**config.mk**
```make
export PLATFORM = sky130hd
export DESIGN_NAME = rx_ds3_alarm_parity_monitor
export DESIGN_NICKNAME = d
export VERILOG_FILES = /design/src/core/rx_alarm_pkg.sv /design/src/core/rx_ds3_alarm_parity_monitor.sv /design/src/core/parity_checker.sv /design/src/core/event_counter.sv
export SDC_FILE = /design/constraint.sdc
export NUM_CORES = 1
export LEC_CHECK = 0
export BUFFER_PORTS_ARGS = -buffer_cell sky130_fd_sc_hd__buf_2
export CAP_MARGIN = 20
export CORE_MARGIN = 2
export CORE_UTILIZATION = 37
export DETAILED_ROUTE_END_ITERATION = 8
export GPL_ROUTABILITY_DRIVEN = 0
export HOLD_SLACK_MARGIN = 0.08
export MAX_ROUTING_LAYER = met4
export PLACE_DENSITY = 0.63
export RECOVER_POWER = 25
export SYNTH_ARGS = -nofsm -noshare
export SYNTH_HDL_FRONTEND = slang
export SYNTH_SLANG_ARGS = --single-unit
```
**constraint.sdc**
```tcl
create_clock -name i_core_clk -period 3.6 [get_ports i_core_clk]
set_input_delay 0.36 -clock i_core_clk [delete_from_list [all_inputs] [get_ports i_core_clk]]
set_output_delay 0.36 -clock i_core_clk [all_outputs]
set_load 0.02 [all_outputs]
```
**src/core/rx_alarm_pkg.sv**
```systemverilog
`default_nettype none
package rx_alarm_pkg;
	// ------------------------------------------------------------
	// Bus and register map (printed offsets are word indices)
	// ------------------------------------------------------------
	localparam int ADDR_W = 12;
	localparam int DATA_W = 32;
	localparam int CNT_W = 16;
	localparam logic [7:0] IDX_CFG = 8'h10;
	localparam logic [7:0] IDX_STATUS = 8'h11;
	localparam logic [7:0] IDX_IRQ = 8'h13;
	localparam logic [7:0] IDX_PAR_MSB = 8'h54;
	localparam logic [7:0] IDX_PAR_LSB = 8'h55;
	localparam logic [7:0] IDX_FEBE_MSB = 8'h58;
	localparam logic [7:0] IDX_FEBE_LSB = 8'h59;
	localparam logic [7:0] STATUS_RESET = 8'h00;
	localparam logic [7:0] IRQ_RESET = 8'h00;
	// Field positions
	localparam int CFG_IDLE_BIT = 5;
	localparam int CFG_OOF_BIT = 4;
	localparam int CFG_FOP_BIT = 2;
	localparam int ST_FERF_BIT = 4;
	localparam int ST_AIC_BIT = 3;
	localparam int IRQ_IDLE_BIT = 4;
	localparam int IRQ_FERF_BIT = 3;
	localparam int IRQ_AIC_BIT = 2;
	localparam int IRQ_OOF_BIT = 1;
	localparam int IRQ_PBIT_BIT = 0;
	// ------------------------------------------------------------
	// Overhead codes and thresholds
	// ------------------------------------------------------------
	localparam logic [2:0] FEBE_CLEAN = 3'h7;
	localparam logic [2:0] FEBE_ERR_CODE = 3'h0;
	localparam logic [1:0] X_FERF = 2'h0;
	localparam logic [1:0] X_CLEAR = 2'h3;
	localparam logic [5:0] IDLE_MAX = 6'h3F;
	localparam logic [5:0] IDLE_ZERO = 6'h00;
	localparam int OOF_WIN = 5;
	localparam logic [2:0] OOF_LIMIT = 3'h2;

	typedef enum logic {ALARM_OFF = 1'b0, ALARM_ON = 1'b1} alarm_state_t;

	typedef struct packed {
		logic frame_end;
		logic idle_frame;
		logic [1:0] x_bits;
		logic [2:0] febe;
		logic aic;
		logic [1:0] p_bits;
	} rx_overhead_t;

	typedef struct packed {
		logic psel;
		logic penable;
		logic pwrite;
		logic [ADDR_W-1:0] paddr;
		logic [DATA_W-1:0] pwdata;
	} apb_req_t;

	typedef struct packed {
		logic [DATA_W-1:0] prdata;
		logic pready;
		logic pslverr;
	} apb_rsp_t;

	// Byte address match for a register index
	function automatic logic reg_hit(input logic [ADDR_W-1:0] a, input logic [7:0] idx);
		return a == {2'h0, idx, 2'h0};
	endfunction

	// Number of set bits in the error history window
	function automatic logic [2:0] ones(input logic [OOF_WIN-1:0] v);
		logic [2:0] n;
		n = 3'h0;
		for (int i = 0; i < OOF_WIN; i++) begin
			n = n + {2'h0, v[i]};
		end
		return n;
	endfunction
endpackage
`default_nettype wire

```
**src/core/rx_ds3_alarm_parity_monitor.sv**
```systemverilog
`default_nettype none
// Overview of operation
// - Idle declaration raises idle change interrupt
// - Idle alarm clears when counter reaches zero
// - Both X-bits zero declares far-end fail
// - Status bit 4 mirrors far-end fail
// - Far-end fail change sets interrupt flag
// - X-bits one clear far-end fail
// - All-ones block error field counts nothing
// - Other block error values increment counter
// - Status bit 3 copies application-id bit
// - Application-id change sets flag bit 2
// - Check payload parity against next P-bits
// - Parity mismatch raises P-bit interrupt
// - Parity mismatch makes transmitter send error code
// - Parity errors increment parity counter
// - Counter read returns count then resets
// - Two errors in five frames declare out-of-frame
module rx_ds3_alarm_parity_monitor (
	// Clock and reset
	input wire logic i_core_clk,
	input wire logic i_reset_n,
	// Register bus
	input wire rx_alarm_pkg::apb_req_t i_apb,
	output rx_alarm_pkg::apb_rsp_t o_apb,
	// Receive overhead and payload from the framer
	input wire rx_alarm_pkg::rx_overhead_t i_oh,
	input wire logic i_payload_valid,
	input wire logic i_payload_bit,
	// Alarm levels
	output logic o_idle_alarm_flag,
	output logic o_far_end_fail_flag,
	output logic o_oof,
	output logic o_app_id_bit_copy,
	output logic o_int_req,
	// Block error code for the local transmitter
	output logic [2:0] o_tx_far_end_block_error_field
);
	import rx_alarm_pkg::*;

	// ------------------------------------------------------------
	// Declarations
	// ------------------------------------------------------------
	logic setup, access, rd_acc, wr_acc, hit_any, perr, fe;
	logic fop_q, fop_d, ferf_q, ferf_d, aic_q, aic_d, oof_q, oof_d;
	logic [2:0] febe_q, febe_d, tx_q, tx_d;
	logic [5:0] idle_cnt_q, idle_cnt_d;
	alarm_state_t idle_q, idle_d;
	logic [OOF_WIN-1:0] hist_q, hist_d;
	logic [7:0] flags_q, flags_d, set_v, clr_v, status_v, cfg_v;
	logic [DATA_W-1:0] rdata_q, rdata_d;
	logic par_snap, par_take, febe_snap, febe_take, febe_inc;
	logic [CNT_W-1:0] par_cnt, par_hold, febe_cnt, febe_hold;

	assign fe = i_oh.frame_end;
	assign setup = i_apb.psel && !i_apb.penable;
	assign access = i_apb.psel && i_apb.penable;
	assign rd_acc = access && !i_apb.pwrite;
	assign wr_acc = access && i_apb.pwrite;

	// ------------------------------------------------------------
	// Parity check and event counters
	// ------------------------------------------------------------
	parity_checker u_parity (
		.i_core_clk(i_core_clk),
		.i_reset_n(i_reset_n),
		.i_payload_valid(i_payload_valid),
		.i_payload_bit(i_payload_bit),
		.i_frame_end(fe),
		.i_p_bits(i_oh.p_bits),
		.o_parity_error(perr)
	);

	// Snapshot at setup, release at access: both bytes are coherent
	assign par_snap = setup && !i_apb.pwrite && reg_hit(i_apb.paddr, IDX_PAR_MSB);
	assign par_take = rd_acc && reg_hit(i_apb.paddr, IDX_PAR_MSB);
	assign febe_snap = setup && !i_apb.pwrite && reg_hit(i_apb.paddr, IDX_FEBE_MSB);
	assign febe_take = rd_acc && reg_hit(i_apb.paddr, IDX_FEBE_MSB);
	assign febe_inc = fe && i_oh.febe != FEBE_CLEAN;

	event_counter #(.WIDTH(CNT_W)) u_par_cnt (
		.i_core_clk(i_core_clk),
		.i_reset_n(i_reset_n),
		.i_inc(perr),
		.i_snap(par_snap),
		.i_take(par_take),
		.o_count(par_cnt),
		.o_snap(par_hold)
	);

	event_counter #(.WIDTH(CNT_W)) u_febe_cnt (
		.i_core_clk(i_core_clk),
		.i_reset_n(i_reset_n),
		.i_inc(febe_inc),
		.i_snap(febe_snap),
		.i_take(febe_take),
		.o_count(febe_cnt),
		.o_snap(febe_hold)
	);

	// ------------------------------------------------------------
	// Alarm state, updated at each frame boundary
	// ------------------------------------------------------------
	always_comb begin
		ferf_d = ferf_q;
		aic_d = aic_q;
		febe_d = febe_q;
		tx_d = tx_q;
		hist_d = hist_q;
		idle_cnt_d = idle_cnt_q;
		idle_d = idle_q;
		if (fe) begin
			if (i_oh.x_bits == X_FERF) begin
				ferf_d = 1'b1;
			end else if (i_oh.x_bits == X_CLEAR) begin
				ferf_d = 1'b0;
			end
			aic_d = i_oh.aic;
			febe_d = i_oh.febe;
			tx_d = perr ? FEBE_ERR_CODE : FEBE_CLEAN;
			hist_d = {hist_q[OOF_WIN-2:0], perr};
			// Up/down counter saturates at both ends
			if (i_oh.idle_frame) begin
				idle_cnt_d = (idle_cnt_q == IDLE_MAX) ? IDLE_MAX : idle_cnt_q + 6'h01;
			end else begin
				idle_cnt_d = (idle_cnt_q == IDLE_ZERO) ? IDLE_ZERO : idle_cnt_q - 6'h01;
			end
			if (idle_cnt_d == IDLE_MAX) begin
				idle_d = ALARM_ON;
			end else if (idle_cnt_d == IDLE_ZERO) begin
				idle_d = ALARM_OFF;
			end
		end
		// Out-of-frame on parity only while that option is on
		oof_d = fop_q && (ones(hist_d) >= OOF_LIMIT);
	end

	always_ff @(posedge i_core_clk or negedge i_reset_n) begin
		if (!i_reset_n) begin
			ferf_q <= 1'b0;
			aic_q <= 1'b0;
			febe_q <= 3'h0;
			tx_q <= FEBE_CLEAN;
			hist_q <= '0;
			idle_cnt_q <= IDLE_ZERO;
			idle_q <= ALARM_OFF;
			oof_q <= 1'b0;
		end else begin
			ferf_q <= ferf_d;
			aic_q <= aic_d;
			febe_q <= febe_d;
			tx_q <= tx_d;
			hist_q <= hist_d;
			idle_cnt_q <= idle_cnt_d;
			idle_q <= idle_d;
			oof_q <= oof_d;
		end
	end

	// ------------------------------------------------------------
	// Interrupt flags: clear-on-read of only the bits reported
	// ------------------------------------------------------------
	always_comb begin
		set_v = 8'h00;
		set_v[IRQ_IDLE_BIT] = idle_d != idle_q;
		set_v[IRQ_FERF_BIT] = ferf_d != ferf_q;
		set_v[IRQ_AIC_BIT] = aic_d != aic_q;
		set_v[IRQ_OOF_BIT] = oof_d != oof_q;
		set_v[IRQ_PBIT_BIT] = perr;
		// Bits that were returned in the read data are the ones cleared
		clr_v = (rd_acc && reg_hit(i_apb.paddr, IDX_IRQ)) ? rdata_q[7:0] : 8'h00;
		flags_d = (flags_q & ~clr_v) | set_v;
	end

	always_ff @(posedge i_core_clk or negedge i_reset_n) begin
		if (!i_reset_n) begin
			flags_q <= IRQ_RESET;
		end else begin
			flags_q <= flags_d;
		end
	end

	// ------------------------------------------------------------
	// Register read and write decode
	// ------------------------------------------------------------
	always_comb begin
		status_v = STATUS_RESET;
		status_v[ST_FERF_BIT] = ferf_q;
		status_v[ST_AIC_BIT] = aic_q;
		status_v[2:0] = febe_q;
		cfg_v = 8'h00;
		cfg_v[CFG_IDLE_BIT] = idle_q == ALARM_ON;
		cfg_v[CFG_OOF_BIT] = oof_q;
		cfg_v[CFG_FOP_BIT] = fop_q;
		hit_any = 1'b1;
		rdata_d = rdata_q;
		if (reg_hit(i_apb.paddr, IDX_CFG)) begin
			rdata_d = {24'h0, cfg_v};
		end else if (reg_hit(i_apb.paddr, IDX_STATUS)) begin
			rdata_d = {24'h0, status_v};
		end else if (reg_hit(i_apb.paddr, IDX_IRQ)) begin
			rdata_d = {24'h0, flags_q};
		end else if (reg_hit(i_apb.paddr, IDX_PAR_MSB)) begin
			rdata_d = {24'h0, par_cnt[15:8]};
		end else if (reg_hit(i_apb.paddr, IDX_PAR_LSB)) begin
			rdata_d = {24'h0, par_hold[7:0]};
		end else if (reg_hit(i_apb.paddr, IDX_FEBE_MSB)) begin
			rdata_d = {24'h0, febe_cnt[15:8]};
		end else if (reg_hit(i_apb.paddr, IDX_FEBE_LSB)) begin
			rdata_d = {24'h0, febe_hold[7:0]};
		end else begin
			hit_any = 1'b0;
			rdata_d = '0;
		end
		// Data is captured only in the setup cycle
		if (!setup) begin
			rdata_d = rdata_q;
		end
		fop_d = fop_q;
		if (wr_acc && reg_hit(i_apb.paddr, IDX_CFG)) begin
			fop_d = i_apb.pwdata[CFG_FOP_BIT];
		end
	end

	always_ff @(posedge i_core_clk or negedge i_reset_n) begin
		if (!i_reset_n) begin
			rdata_q <= '0;
			fop_q <= 1'b0;
		end else begin
			rdata_q <= rdata_d;
			fop_q <= fop_d;
		end
	end

	// Zero-wait slave; unmapped addresses answer with an error
	assign o_apb.prdata = rdata_q;
	assign o_apb.pready = 1'b1;
	assign o_apb.pslverr = access && !hit_any;

	assign o_idle_alarm_flag = idle_q == ALARM_ON;
	assign o_far_end_fail_flag = ferf_q;
	assign o_oof = oof_q;
	assign o_app_id_bit_copy = aic_q;
	assign o_int_req = |flags_q;
	assign o_tx_far_end_block_error_field = tx_q;
endmodule // rx_ds3_alarm_parity_monitor
`default_nettype wire

```
**src/core/parity_checker.sv**
```systemverilog
`default_nettype none
module parity_checker (
	// Clock and reset
	input wire logic i_core_clk,
	input wire logic i_reset_n,
	// Payload and frame boundary
	input wire logic i_payload_valid,
	input wire logic i_payload_bit,
	input wire logic i_frame_end,
	input wire logic [1:0] i_p_bits,
	// Result, valid in the frame_end cycle
	output logic o_parity_error
);
	import rx_alarm_pkg::*;

	logic acc_q, acc_d, prev_q, prev_d, have_q, have_d, acc_now;

	// ------------------------------------------------------------
	// Running even parity; the previous frame's result is kept
	// ------------------------------------------------------------
	always_comb begin
		acc_now = acc_q ^ (i_payload_valid & i_payload_bit);
		acc_d = acc_now;
		prev_d = prev_q;
		have_d = have_q;
		// No reference before the first full frame, so no false error
		o_parity_error = 1'b0;
		if (i_frame_end) begin
			o_parity_error = have_q && (i_p_bits != {prev_q, prev_q});
			prev_d = acc_now;
			have_d = 1'b1;
			acc_d = 1'b0;
		end
	end

	always_ff @(posedge i_core_clk or negedge i_reset_n) begin
		if (!i_reset_n) begin
			acc_q <= 1'b0;
			prev_q <= 1'b0;
			have_q <= 1'b0;
		end else begin
			acc_q <= acc_d;
			prev_q <= prev_d;
			have_q <= have_d;
		end
	end
endmodule // parity_checker
`default_nettype wire

```
**src/core/event_counter.sv**
```systemverilog
`default_nettype none
module event_counter #(
	parameter int WIDTH = rx_alarm_pkg::CNT_W
) (
	// Clock and reset
	input wire logic i_core_clk,
	input wire logic i_reset_n,
	// Event and read control
	input wire logic i_inc,
	input wire logic i_snap,
	input wire logic i_take,
	// Live and captured counts
	output logic [WIDTH-1:0] o_count,
	output logic [WIDTH-1:0] o_snap
);
	import rx_alarm_pkg::*;

	logic [WIDTH-1:0] cnt_q, cnt_d, snap_q, snap_d;

	// ------------------------------------------------------------
	// Reset-upon-read: subtract what was reported, keep the rest
	// ------------------------------------------------------------
	always_comb begin
		snap_d = i_snap ? cnt_q : snap_q;
		// Subtracting the snapshot keeps events seen after it
		cnt_d = cnt_q + WIDTH'(i_inc) - (i_take ? snap_q : '0);
	end

	always_ff @(posedge i_core_clk or negedge i_reset_n) begin
		if (!i_reset_n) begin
			cnt_q <= '0;
			snap_q <= '0;
		end else begin
			cnt_q <= cnt_d;
			snap_q <= snap_d;
		end
	end

	assign o_count = cnt_q;
	assign o_snap = snap_q;
endmodule // event_counter
`default_nettype wire

```
=== Yosys cells after proc, flatten, opt, wreduce, memory -nomap -nowiden ===
Cells that the tools add are included.

* Bits in registers: 129
* Bits in latches: 0
* Memory bits (writable): 0
* Bits in read-only memories: 0
* Input bits: 61
* Output and inout port bits: 42
* Logic and storage cells: 104
* Memories: 0

* $add $sub $neg: 10
* Multiply operators: 0
* Div/mod/pow operators: 0
* Magnitude comparators: 1
* Eq/ne operators: 16
* Shift operators: 0
* Muxes and demuxes: 32
* Bitwise logic cells: 5
* Reduce and logical (&&, ||, !) cells: 22

{| class="wikitable"
|+ Operators by type and width
! cell !! count
|-
| 8-bit two-way mux || 8
|-
| 12-bit by 9-bit == test with 1-bit output (second input constant) || 4
|-
| 12-bit by 7-bit == test with 1-bit output (second input constant) || 3
|-
| 16-bit by 1-bit adder with 16-bit output || 2
|-
| 16-bit two-way mux || 2
|-
| 16-bit subtractor || 2
|-
| 6-bit two-way mux || 4
|-
| 1-bit two-way mux || 16
|-
| 1-bit logical AND || 15
|-
| 6-bit == test (second input constant) || 2
|-
| 6-bit logical NOT || 2
|-
| 8-bit bitwise AND || 1
|-
| 8-bit inverter || 1
|-
| 8-bit by 5-bit bitwise OR with 8-bit output || 1
|-
| 8-bit OR reduction || 1
|-
| 3-bit by 1-bit adder with 3-bit output || 2
|-
| 6-bit by 1-bit adder with 6-bit output (second input constant) || 1
|-
| 6-bit by 1-bit subtractor with 6-bit output (second input constant) || 1
|-
| 5-bit two-way mux || 1
|-
| 1-bit != test || 4
|-
| 2-bit by 1-bit adder with 3-bit output || 1
|-
| 3-bit by 2-bit greater-or-equal comparator with 1-bit output (second input constant) || 1
|-
| 1-bit logical NOT || 3
|-
| 3-bit two-way mux || 1
|-
| 7 further kinds || 7
|}

=== Longest topological paths before layout ===
Gate-level depths: netlist of the first run.

* Word-level depth: 12
* Gate-level depth with buffers: 14
* Depth with buffers taken out: 14

=== Hierarchy ===
A second synthesis of the first run with hierarchy kept.

* Cells, all modules: 691
* Area, all modules: 6,901.6 um^2

{| class="wikitable"
|+ Modules (own cells, without submodules)
! module !! times used !! cells an instance !! area each (um^2) !! sequential area each (um^2)
|-
| event_counter || 2 || 178 || 1,973.1 || 800.8
|-
| rx_ds3_alarm_parity_monitor || 1 || 322 || 2,813.9 || 902.1
|-
| parity_checker || 1 || 13 || 141.4 || 75.1
|}

=== Worst setup path before layout of the first run ===
OpenSTA, ideal clock, no wires.

* Path kind: input port to flip-flop
* Start: input i_apb[41] (netlist name)
* End: register u_febe_cnt.cnt_q[13], in the netlist u_febe_cnt.o_count[13]
* Library setup time: 0.087 ns
* Data arrival time: 3.805 ns
* Path slack: -0.291 ns
* Stages: 12
* Buffers on the path: 1
* Cell sequence: nor3_1 > nand4b_1 > nor3_1 > clkbuf_1 > nand2_1 > ha_1 > ha_1 > a21oi_1 > o21ai_0 > o41ai_1 > or4b_1 > o211ai_1

* Longest elaborated chain between the ends: 4

{| class="wikitable"
|+ Ends and longest elaborated chain
! item !! RTL line !! RTL
|-
| start: declaration || rx_ds3_alarm_parity_monitor.sv:24 || <nowiki>input wire rx_alarm_pkg::apb_req_t i_apb,</nowiki>
|-
| 12-bit by 9-bit == test with 1-bit output || rx_alarm_pkg.sv:68 || <nowiki>return a == {2'h0, idx, 2'h0};</nowiki>
|-
| 1-bit logical AND || rx_ds3_alarm_parity_monitor.sv:78 || <nowiki>assign febe_take = rd_acc && reg_hit(i_apb.paddr, IDX_FEBE_MSB);</nowiki>
|-
| 16-bit two-way mux || event_counter.sv:26 || <nowiki>cnt_d = cnt_q + WIDTH'(i_inc) - (i_take ? snap_q : '0);</nowiki>
|-
| 16-bit subtractor || event_counter.sv:26 ||
|-
| net u_febe_cnt.cnt_d[13] || event_counter.sv:18 || <nowiki>logic [WIDTH-1:0] cnt_q, cnt_d, snap_q, snap_d;</nowiki>
|-
| end signal: assignment || event_counter.sv:34 || <nowiki>cnt_q <= cnt_d;</nowiki>
|-
| end: declaration || event_counter.sv:18 ||
|}

The timed path passes the listed nets, and every way through them passes these cells.
A chain may end at the register's enable or synchronous reset.

=== Worst setup path after layout of the first run ===
* Start: input i_apb[33] (netlist name)
* End: register u_par_cnt.cnt_q[14], in the netlist u_par_cnt.o_count[14]

* Longest elaborated chain between the ends: 4

{| class="wikitable"
|+ Ends and longest elaborated chain
! item !! RTL line !! RTL
|-
| 12-bit by 9-bit == test with 1-bit output || rx_alarm_pkg.sv:68 ||
|-
| 1-bit logical AND || rx_ds3_alarm_parity_monitor.sv:76 || <nowiki>assign par_take = rd_acc && reg_hit(i_apb.paddr, IDX_PAR_MSB);</nowiki>
|-
| 16-bit two-way mux || event_counter.sv:26 ||
|-
| 16-bit subtractor || event_counter.sv:26 ||
|-
| net u_par_cnt.cnt_d[14] || event_counter.sv:18 ||
|-
| end signal: assignment || event_counter.sv:34 ||
|-
| end: declaration || event_counter.sv:18 ||
|}

The timed path passes the listed nets, and every way through them passes these cells.

==> out/metrics.csv, run 1 <==
metric,value,unit
post-DP HPWL,11600,microns
"critical path, cell by cell",buf_2 > nor4b_4 > nand4b_1 > buf_4 > nor3_4 > and2_1 > ha_1 > inv_1 > ha_1 > fa_1 > nand2_1 > a21oi_1 > o21a_1 > a41o_1 > o41ai_1 > xnor2_1,
initial antenna violation count,0,
"Req. time, crit path",3.87,ns
Finished Core Util,0.438,
Sw Ratio,0.392,
synthesized area per cell,10.1,sq um
"Largest delay share family, worst path",simple AND/OR/NAND/NOR gates,
"reg-to-reg slack, setup",0.73,ns
met2 wire length,6970,microns
clk_lat worst skew,0.35,ns
Final setup viols,0,
"leading cell types in the layout, fill and taps excluded","dfrtp_1 (102), nand2_1 (70), ha_1 (64)",
Worst path slowest cell,fa_1,
worst min path class,in2reg,
vias,5009,
RSZ-0062 raised after global routing,false,
clock power share,0.156,
gr usage total,0.171,
"most common cell after layout, fill and taps aside",dfrtp_1,
Netlist Area Pre-Place,6530,sq um
largest net degree at the start of global routing,38,
Inserted Diodes,0,
Max Fanout on Critical Path,4,
Final nets,866,
Critical Path AT,3.63,ns
max incr delay on CP,0.39,ns
top routing layer in use,met4,
Seq pwr share,0.274,
Iter 0 DRT Violations,314,
multiplexer area fraction after synthesis,0.0866,
wire length of the first global-routing pass,24100,microns
overall power,6.24,mW
CTS Buf Count,9,
Core Area,17300,sq um
maxcap violations,1,
ys flop type,dfrtp_1,
YS warnings,0,
Sinks on Clock Net,103,
Final Max Slew Viols,38,
Post-Synth XOR/XNOR Area,0.0416,
post-synthesis cell type count,70,
"Buf+Inv Stages, Crit Path",3,
"Period Utilization, post-route",0.932,
Most common cell on crit path,ha_1,
Post-synth EDFFs,0,
Setup crit start kind,primary input,
Clock Skew,0.00691,ns
ANT nets after route,0,
Root Buffer,clkbuf_16,
Power Density,824,nW/um^2
Port-buffer cells,46,
final wirelength,14900,microns
clk slew on worst S/H paths,0.07,ns
Worst Tran Pin Value,1.99,ns
vias per cell,5.18,
adder-cell share of the synthesized area,0.132,
Max VDD drop,0.444,mV
Clock Tree Buf Depth,2,
Leak,3.49,nW
Starting Density,0.377,
DR WL met3,693,microns
setup TNS,0,ns
logic gate share of total power,0.570,
complex-gate fraction of the synthesized area,0.140,
status,"finished, violations left",
"FF+latch count, synth",103,
Int Pwr,3.80,mW
grt total ovfl,0,
critical path class,in2reg,
Die Ht,137,microns
Die ar.,18700,sq um
fillers,1688,
Worst Setup End Kind,flip-flop,
die width,137,microns
synth-to-layout area growth,16.1,%
Pre-antenna DRT Iters,5,
fmax,298,MHz
IO Pins,103,
vias in the first global route,4863,
H-Tree Depth,3,
violated checks,"capacitance limit, slew limit",
average wire per standard cell,15.4,microns
Met1 Wirelength,6980,microns
clock period minus worst slack,3.36,ns
switching pwr,2.45,mW
post-synthesis sequential area ratio,0.395,
layout cells sized above 1,0.195,
FP Rows,48,
max_slew headroom,-0.327,
Synth Instances,645,
Synth Area in Simple Gates,0.147,
CTS tree,yes,
main combinational cell family by area after synthesis,simple AND/OR/NAND/NOR gates,
drt drc,0,
ys async rst share,1.00,
Final Hold Vio Count,0,
==> through the flow <==
step,hold slack (ns),instances,area [sq um],setup WS (ns)
6_report,0.257,967,7580,0.243
2_1_floorplan,0.0644,668,6650,-0.0140
3_3_place_gp,0.357,949,7280,-0.140
5_1_grt,0.262,967,7580,0.0179
4_1_cts,0.253,965,7580,0.144
3_5_place_dp,0.358,949,7280,-0.196
==> worst paths after layout <==
kind,startpoint,end,cells after the start
worst max-delay path,i_apb[33],u_par_cnt.o_count[14]$_DFF_PN0_,16
worst min-delay path,i_apb[2],fop_q$_DFFE_PN0P_,2
worst max register to register,u_febe_cnt.o_snap[0]$_DFFE_PN0P_,u_febe_cnt.o_count[14]$_DFF_PN0_,11
worst min register to register,u_parity.have_q$_DFFE_PN0P_,u_parity.have_q$_DFFE_PN0P_,1
max in group asynchronous,i_reset_n,u_par_cnt.o_snap[5]$_DFFE_PN0P_,3
min in group asynchronous,i_reset_n,u_parity.acc_q$_DFF_PN0_,2
==> synth_stat cells, types with 10 or more instances <==
master | number | area, sq um
xor2_1 | 11 | 96.3
mux2_2 | 18 | 203
mux2_1 | 18 | 203
xnor2_1 | 20 | 175
dfrtp_1 | 102 | 2550
o21ai_0 | 29 | 145
a21oi_1 | 32 | 160
nand2_1 | 70 | 263
nor3_1 | 18 | 90.1
buf_4 | 30 | 225
inv_1 | 15 | 56.3
ha_1 | 64 | 801
a31oi_1 | 10 | 62.6
nand3_1 | 14 | 70.1
clkbuf_1 | 12 | 45.0
nand4_1 | 10 | 62.6
nor2_1 | 33 | 124
==> worst register-to-register path: cells and delay by family, from the launching register on <==
kind,cells,cell delay (ns)
DFF,1,0.38
and+or+nand+nor,1,0.15
buffers and inverters,2,0.23
adders and majority gates,3,0.88
AOI/OAI and AO/OA,5,1.13
==> per-layer routing <==
layer	GRT usage	vias to the layer above
li1	-	2476
met5	-	-
met3	0.0337	18
met2	0.273	121
met4	0.0464	0
met1	0.223	2394
==> sequential cells by signal, indices dropped and copies added (netlist names) <==
register / flops
u_febe_cnt.o_count: 16
o_tx_far_end_block_error_field: 1
u_febe_cnt.o_snap: 16
u_parity.acc_q: 1
u_parity.have_q: 1
rdata_q: 8
o_app_id_bit_copy: 1
febe_q: 3
o_idle_alarm_flag: 1
fop_q: 1
o_far_end_fail_flag: 1
flags_q: 8
hist_q: 5
u_parity.prev_q: 1
o_oof: 1
idle_cnt_q: 6
u_par_cnt.o_count: 16
u_par_cnt.o_snap: 16
==> power groups by stage <==
| stage | registers (mW) | logic, mW | clock network (mW) |
|---|---|---|---|
| 2_1_floorplan | 1.62 | 2.56 | 0 |
| 3_3_place_gp | 1.73 | 3.52 | 0 |
| 3_5_place_dp | 1.73 | 3.58 | 0 |
| 4_1_cts | 1.71 | 3.59 | 1.01 |
| 5_1_grt | 1.75 | 4.06 | 1.04 |
| 6_report | 1.71 | 3.56 | 0.976 |
==> logic make-up (layout without fill, tap and decap cells) <==
kind of cell,Yosys count,in the layout
AOI/OAI and AO/OA,140,140
xor gates and xnor gates,31,31
adders and majority gates,67,67
buffers and inverters,64,138
DFF,103,103
muxes,48,48
other,2,25
and+or+nand+nor,190,190
==> layout make-up <==
type                            count  area (sq um)  area share
Sequential cell                   103          2580       0.340
Inverter                           16          60.1     0.00792
Multi-Input combinational cell    501          3690       0.488
Clock inverter                      3          43.8     0.00578
Timing Repair Buffer              107           673      0.0888
Tap cell                          225           282      0.0371
Clock buffer                       12           246      0.0325
==> timing repair <==
item                       4_1_cts  5_1_grt
hold buffers                     1        0
setup endpoints to repair        0        3
resized for setup                0        1
hold endpoints to repair        34        0
setup buffers                    0        2
Note: power is estimated with default switching activity, not from simulation.
==> run 2: changes to the inputs <==
- CORE_MARGIN: 2 -> 1
==> out/metrics.csv, run 2 (same netlist as run 1, synthesis figures left out) <==
metric,value,unit
grt total ovfl,0,
post-cts sizing count,0,
vias in the first global route,4763,
"Period Utilization, post-route",0.931,
"Cell Area, Placed",7220,sq um
post-DP HPWL,11400,microns
Iter 0 DRT Violations,278,
maxcap violations,1,
Final Hold Vio Count,0,
"critical path, cell by cell",buf_2 > nor4b_4 > nand4b_1 > buf_4 > nor3_4 > and2_1 > ha_1 > inv_1 > ha_1 > fa_1 > a21oi_1 > o21ai_1 > o41ai_1 > buf_4 > o21ai_0 > o311ai_1,
final instance count without filler cells,958,
Clock Skew,0.00938,ns
critical path class,in2reg,
max_slew headroom,-1.06,
average wire per standard cell,15.3,microns
synth-to-layout area growth,15.4,%
clock period minus worst slack,3.35,ns
Critical Path AT,3.60,ns
Final nets,854,
Die ar.,18200,sq um
status,"finished, violations left",
final wirelength,14600,microns
dpl cells,940,
RSZ-0062 raised after global routing,false,
cts hold-fix bufs,0,
IO Pins,103,
Die Ht,135,microns
Starting Density,0.379,
Root Buffer,clkbuf_16,
Leak,3.47,nW
drt drc,0,
Setup crit start kind,primary input,
FP Rows,48,
die width,135,microns
Clock Tree Buf Depth,2,
Sinks on Clock Net,103,
cell area after layout,7530,sq um
Max Fanout on Critical Path,6,
Worst path slowest cell,fa_1,
wire length of the first global-routing pass,24200,microns
fmax,298,MHz
vias,4973,
max incr delay on CP,0.40,ns
ANT nets after route,0,
CTS Buf Count,9,
Core Area,17200,sq um
layout cells sized above 1,0.205,
H-Tree Depth,3,
fillers,1660,
"most common cell after layout, fill and taps aside",dfrtp_1,
initial antenna violation count,1,
"Req. time, crit path",3.85,ns
"leading cell types in the layout, fill and taps excluded","dfrtp_1 (102), nand2_1 (70), ha_1 (64)",
Pre-antenna DRT Iters,5,
buffer count from post-CTS setup fixing,0,
Max VDD drop,0.529,mV
Hold WS,0.235,ns
Final setup viols,0,
clk_lat worst skew,0.35,ns
largest net degree at the start of global routing,57,
gr usage total,0.176,
Worst Setup End Kind,flip-flop,
clk slew on worst S/H paths,0.07,ns
Worst Tran Pin Value,3.09,ns
Power Density,820,nW/um^2
Final Max Slew Viols,57,
worst min path class,in2reg,
CTS tree,yes,
Port-buffer cells,46,
violated checks,"capacitance limit, slew limit",
vias per cell,5.19,
[run 2: worst paths after layout]
| check | from | slack [ns] | end | cells past startpoint |
|---|---|---|---|---|
| setup reg to reg | u_febe_cnt.o_snap[0]$_DFFE_PN0P_ | 0.69 | u_febe_cnt.o_count[14]$_DFF_PN0_ | 11 |
| max in group asynchronous | i_reset_n | 0.83 | u_febe_cnt.o_snap[9]$_DFFE_PN0P_ | 1 |
| hold reg to reg | u_parity.have_q$_DFFE_PN0P_ | 0.48 | u_parity.have_q$_DFFE_PN0P_ | 1 |
| min in group asynchronous | i_reset_n | 1.01 | u_par_cnt.o_count[12]$_DFF_PN0_ | 1 |
| setup / recovery | i_apb[33] | 0.25 | u_febe_cnt.o_count[14]$_DFF_PN0_ | 16 |
| hold / removal | i_apb[2] | 0.24 | fop_q$_DFFE_PN0P_ | 2 |
[run 2: critical path, delay by kind of cell]
| kind | cells | cell delay, ns |
|---|---|---|
| buffers and inverters | 4 | 0.53 |
| AND/OR/NAND/NOR | 4 | 0.83 |
| AO/OA/AOI/OAI | 5 | 1.16 |
| adder cells (fa/ha/maj) | 3 | 0.72 |
[run 2: cell type report]
| cell class | count | area (sq um) | share of cell area |
|---|---|---|---|
| Clock buffer | 11 | 253 | 0.0335 |
| Clock inverter | 5 | 63.8 | 0.00847 |
| Timing Repair Buffer | 95 | 597 | 0.0792 |
| Inverter | 16 | 60.1 | 0.00797 |
| Sequential cell | 103 | 2580 | 0.342 |
| Antenna cell | 2 | 5.00 | 0.000664 |
| Multi-Input combinational cell | 501 | 3690 | 0.490 |
| Tap cell | 225 | 282 | 0.0374 |
[run 2: report_power, final]
group / total (mW) / internal, mW / switching [mW] / leakage [nW]
clock network: 1.02 / 0.582 / 0.441 / 0.152
logic: 3.45 / 1.69 / 1.76 / 2.03
registers: 1.71 / 1.46 / 0.243 / 1.29
total: 6.18 / 3.73 / 2.45 / 3.47
[run 2: stage by stage]
step,utilization,setup slack (ns),total power [mW],setup TNS (ns)
after CTS,0.437,0.230,6.24,0
final,0.437,0.249,6.18,0
after floorplan,-,-0.0140,4.18,-0.0140
after detailed placement,0.419,-0.130,5.18,-0.333
after global routing,0.437,0.0531,6.74,0
after global placement,0.419,-0.107,5.12,-0.259
[run 2: metal layers]
layer	GRT usage	part of all wire	routed length, microns	vias to the layer above
li1	-	-	-	2466
met5	-	0	0	-
met3	0.0405	0.057	829	16
met4	0.0499	0.015	221	0
met1	0.231	0.46	6790	2377
met2	0.273	0.46	6780	114
==> run 3: changes to the inputs <==
==> constraint.sdc (replaced) <==
create_clock -name i_core_clk -period 3.6 [get_ports i_core_clk]
set_input_delay 0.54 -clock i_core_clk [delete_from_list [all_inputs] [get_ports i_core_clk]]
set_output_delay 0.54 -clock i_core_clk [all_outputs]
set_load 0.02 [all_outputs]
==> out/metrics.csv, run 3 (same netlist as run 1, synthesis figures left out) <==
metric,value,unit
vias in the first global route,4833,
CTS tree,yes,
clk_lat worst skew,0.36,ns
initial antenna violation count,0,
Critical Path Source,i_apb[39],
Clock Skew,0.00746,ns
Worst Setup End Kind,flip-flop,
post-DP HPWL,11200,microns
worst min path class,in2reg,
"Period Utilization, post-route",0.974,
die width,135,microns
final wirelength,14700,microns
met2 wire length,7070,microns
grt total ovfl,0,
wire length of the first global-routing pass,24200,microns
Die Ht,135,microns
"most common cell after layout, fill and taps aside",dfrtp_1,
Critical R2R Launch,u_par_cnt.o_snap[0]$_DFFE_PN0P_,
vias per cell,5.20,
cts hold-fix bufs,0,
Met1 Wirelength,6750,microns
max_slew headroom,-0.984,
Iter 0 DRT Violations,406,
drt drc,0,
fillers,1637,
post-place setup slack,-0.295,ns
Root Buffer,clkbuf_16,
Max VDD drop,0.433,mV
min-delay src,i_apb[2],
average wire per standard cell,15.1,microns
"reg-to-reg slack, setup",0.87,ns
Worst Hold Path Cells,2,
violated checks,"capacitance limit, slew limit",
Pre-antenna DRT Iters,4,
R2R depth,11,
maxcap violations,1,
Worst Tran Pin Value,2.98,ns
Final nets,872,
IO Pins,103,
H-Tree Depth,3,
fmax,285,MHz
Die ar.,18200,sq um
largest net degree at the start of global routing,54,
clk slew on worst S/H paths,0.08,ns
"leading cell types in the layout, fill and taps excluded","dfrtp_1 (102), nand2_1 (69), buf_4 (64)",
RSZ-0062 raised after global routing,true,
Core Area,17200,sq um
status,"finished, violations left",
synth-to-layout area growth,19.1,%
FP Rows,48,
clock period minus worst slack,3.51,ns
"Req. time, crit path",3.87,ns
final setup margin,0.0941,ns
DR WL met3,739,microns
Leak,3.57,nW
Port-buffer cells,46,
ANT nets after route,0,
Clock Tree Buf Depth,2,
Final setup viols,0,
critical path class,in2reg,
Power Density,827,nW/um^2
Sinks on Clock Net,103,
Setup crit start kind,primary input,
Final Hold Vio Count,0,
Max Fanout on Critical Path,8,
Hold WS,0.428,ns
vias,5067,
Starting Density,0.379,
top routing layer in use,met4,
gr usage total,0.175,
CTS Buf Count,9,
Final Max Slew Viols,53,
layout cells sized above 1,0.244,
Critical Path AT,3.77,ns
Inserted Diodes,0,
## run 3: cell count changes in the layout (fill, tap and decap cells not counted), sizes merged
cell | before | now
buf | 94 | 111
bufinv | 1 | 0
clkbuf | 12 | 11
clkinvlp | 1 | 2
diode | 2 | 0
inv | 16 | 18
## run 3: timing repair
action	4_1_cts	5_1_grt
gates resized for setup	0	11
buffers inserted	0	6
endpoints found under the setup margin	0	5
## run 3: report_power, final
| part | internal, mW | switching (mW) | total, mW |
|---|---|---|---|
| clock | 0.484 | 0.469 | 0.952 |
| sequential | 1.46 | 0.259 | 1.72 |
| combinational | 1.89 | 1.87 | 3.76 |
## run 3: stage by stage
step	setup TNS [ns]	utilization	std cells	power (mW)	area (sq um)
after global placement	-1.23	0.430	952	5.35	7410
after floorplan	-0.0232	-	668	4.30	6750
final	0	0.451	974	6.43	7780
after detailed placement	-1.45	0.430	952	5.41	7410
after CTS	0	0.446	968	6.40	7690
after global routing	-0.114	0.451	974	7.05	7780
## run 3: layer usage
| layer | vias to the layer above | global-route usage |
|---|---|---|
| met5 | - | - |
| li1 | 2506 | - |
| met1 | 2439 | 0.231 |
| met2 | 114 | 0.279 |
| met3 | 8 | 0.0330 |
| met4 | 0 | 0.0362 |
## run 3: worst max-delay path, stage by stage
cell	delay, ns
buf_2	0.13
nor4b_4	0.29
nand4b_1	0.21
buf_4	0.20
nor3_4	0.24
buf_4	0.16
buf_4	0.15
nand2_1	0.07
ha_1	0.31
ha_4	0.26
a21oi_1	0.18
o21ai_0	0.18
o41ai_2	0.28
or4b_1	0.47
o211ai_1	0.11
## run 3: layout make-up
cell class / instances / area, sq um / area share
multi-input combinational: 501 / 3820 / 0.491
sequential: 103 / 2580 / 0.332
timing repair buffer: 113 / 751 / 0.0965
tap: 225 / 282 / 0.0362
clock buffer: 9 / 225 / 0.0290
clock inverter: 7 / 63.8 / 0.00820
inverter: 16 / 60.1 / 0.00772
## run 3: worst paths after layout
check,endpoint
max,u_febe_cnt.o_count[13]$_DFF_PN0_
min reg2reg,u_parity.have_q$_DFFE_PN0P_
max in group asynchronous,u_febe_cnt.o_count[6]$_DFF_PN0_
min in group asynchronous,u_par_cnt.o_snap[12]$_DFFE_PN0P_
min,fop_q$_DFFE_PN0P_
max reg2reg,u_par_cnt.o_count[14]$_DFF_PN0_
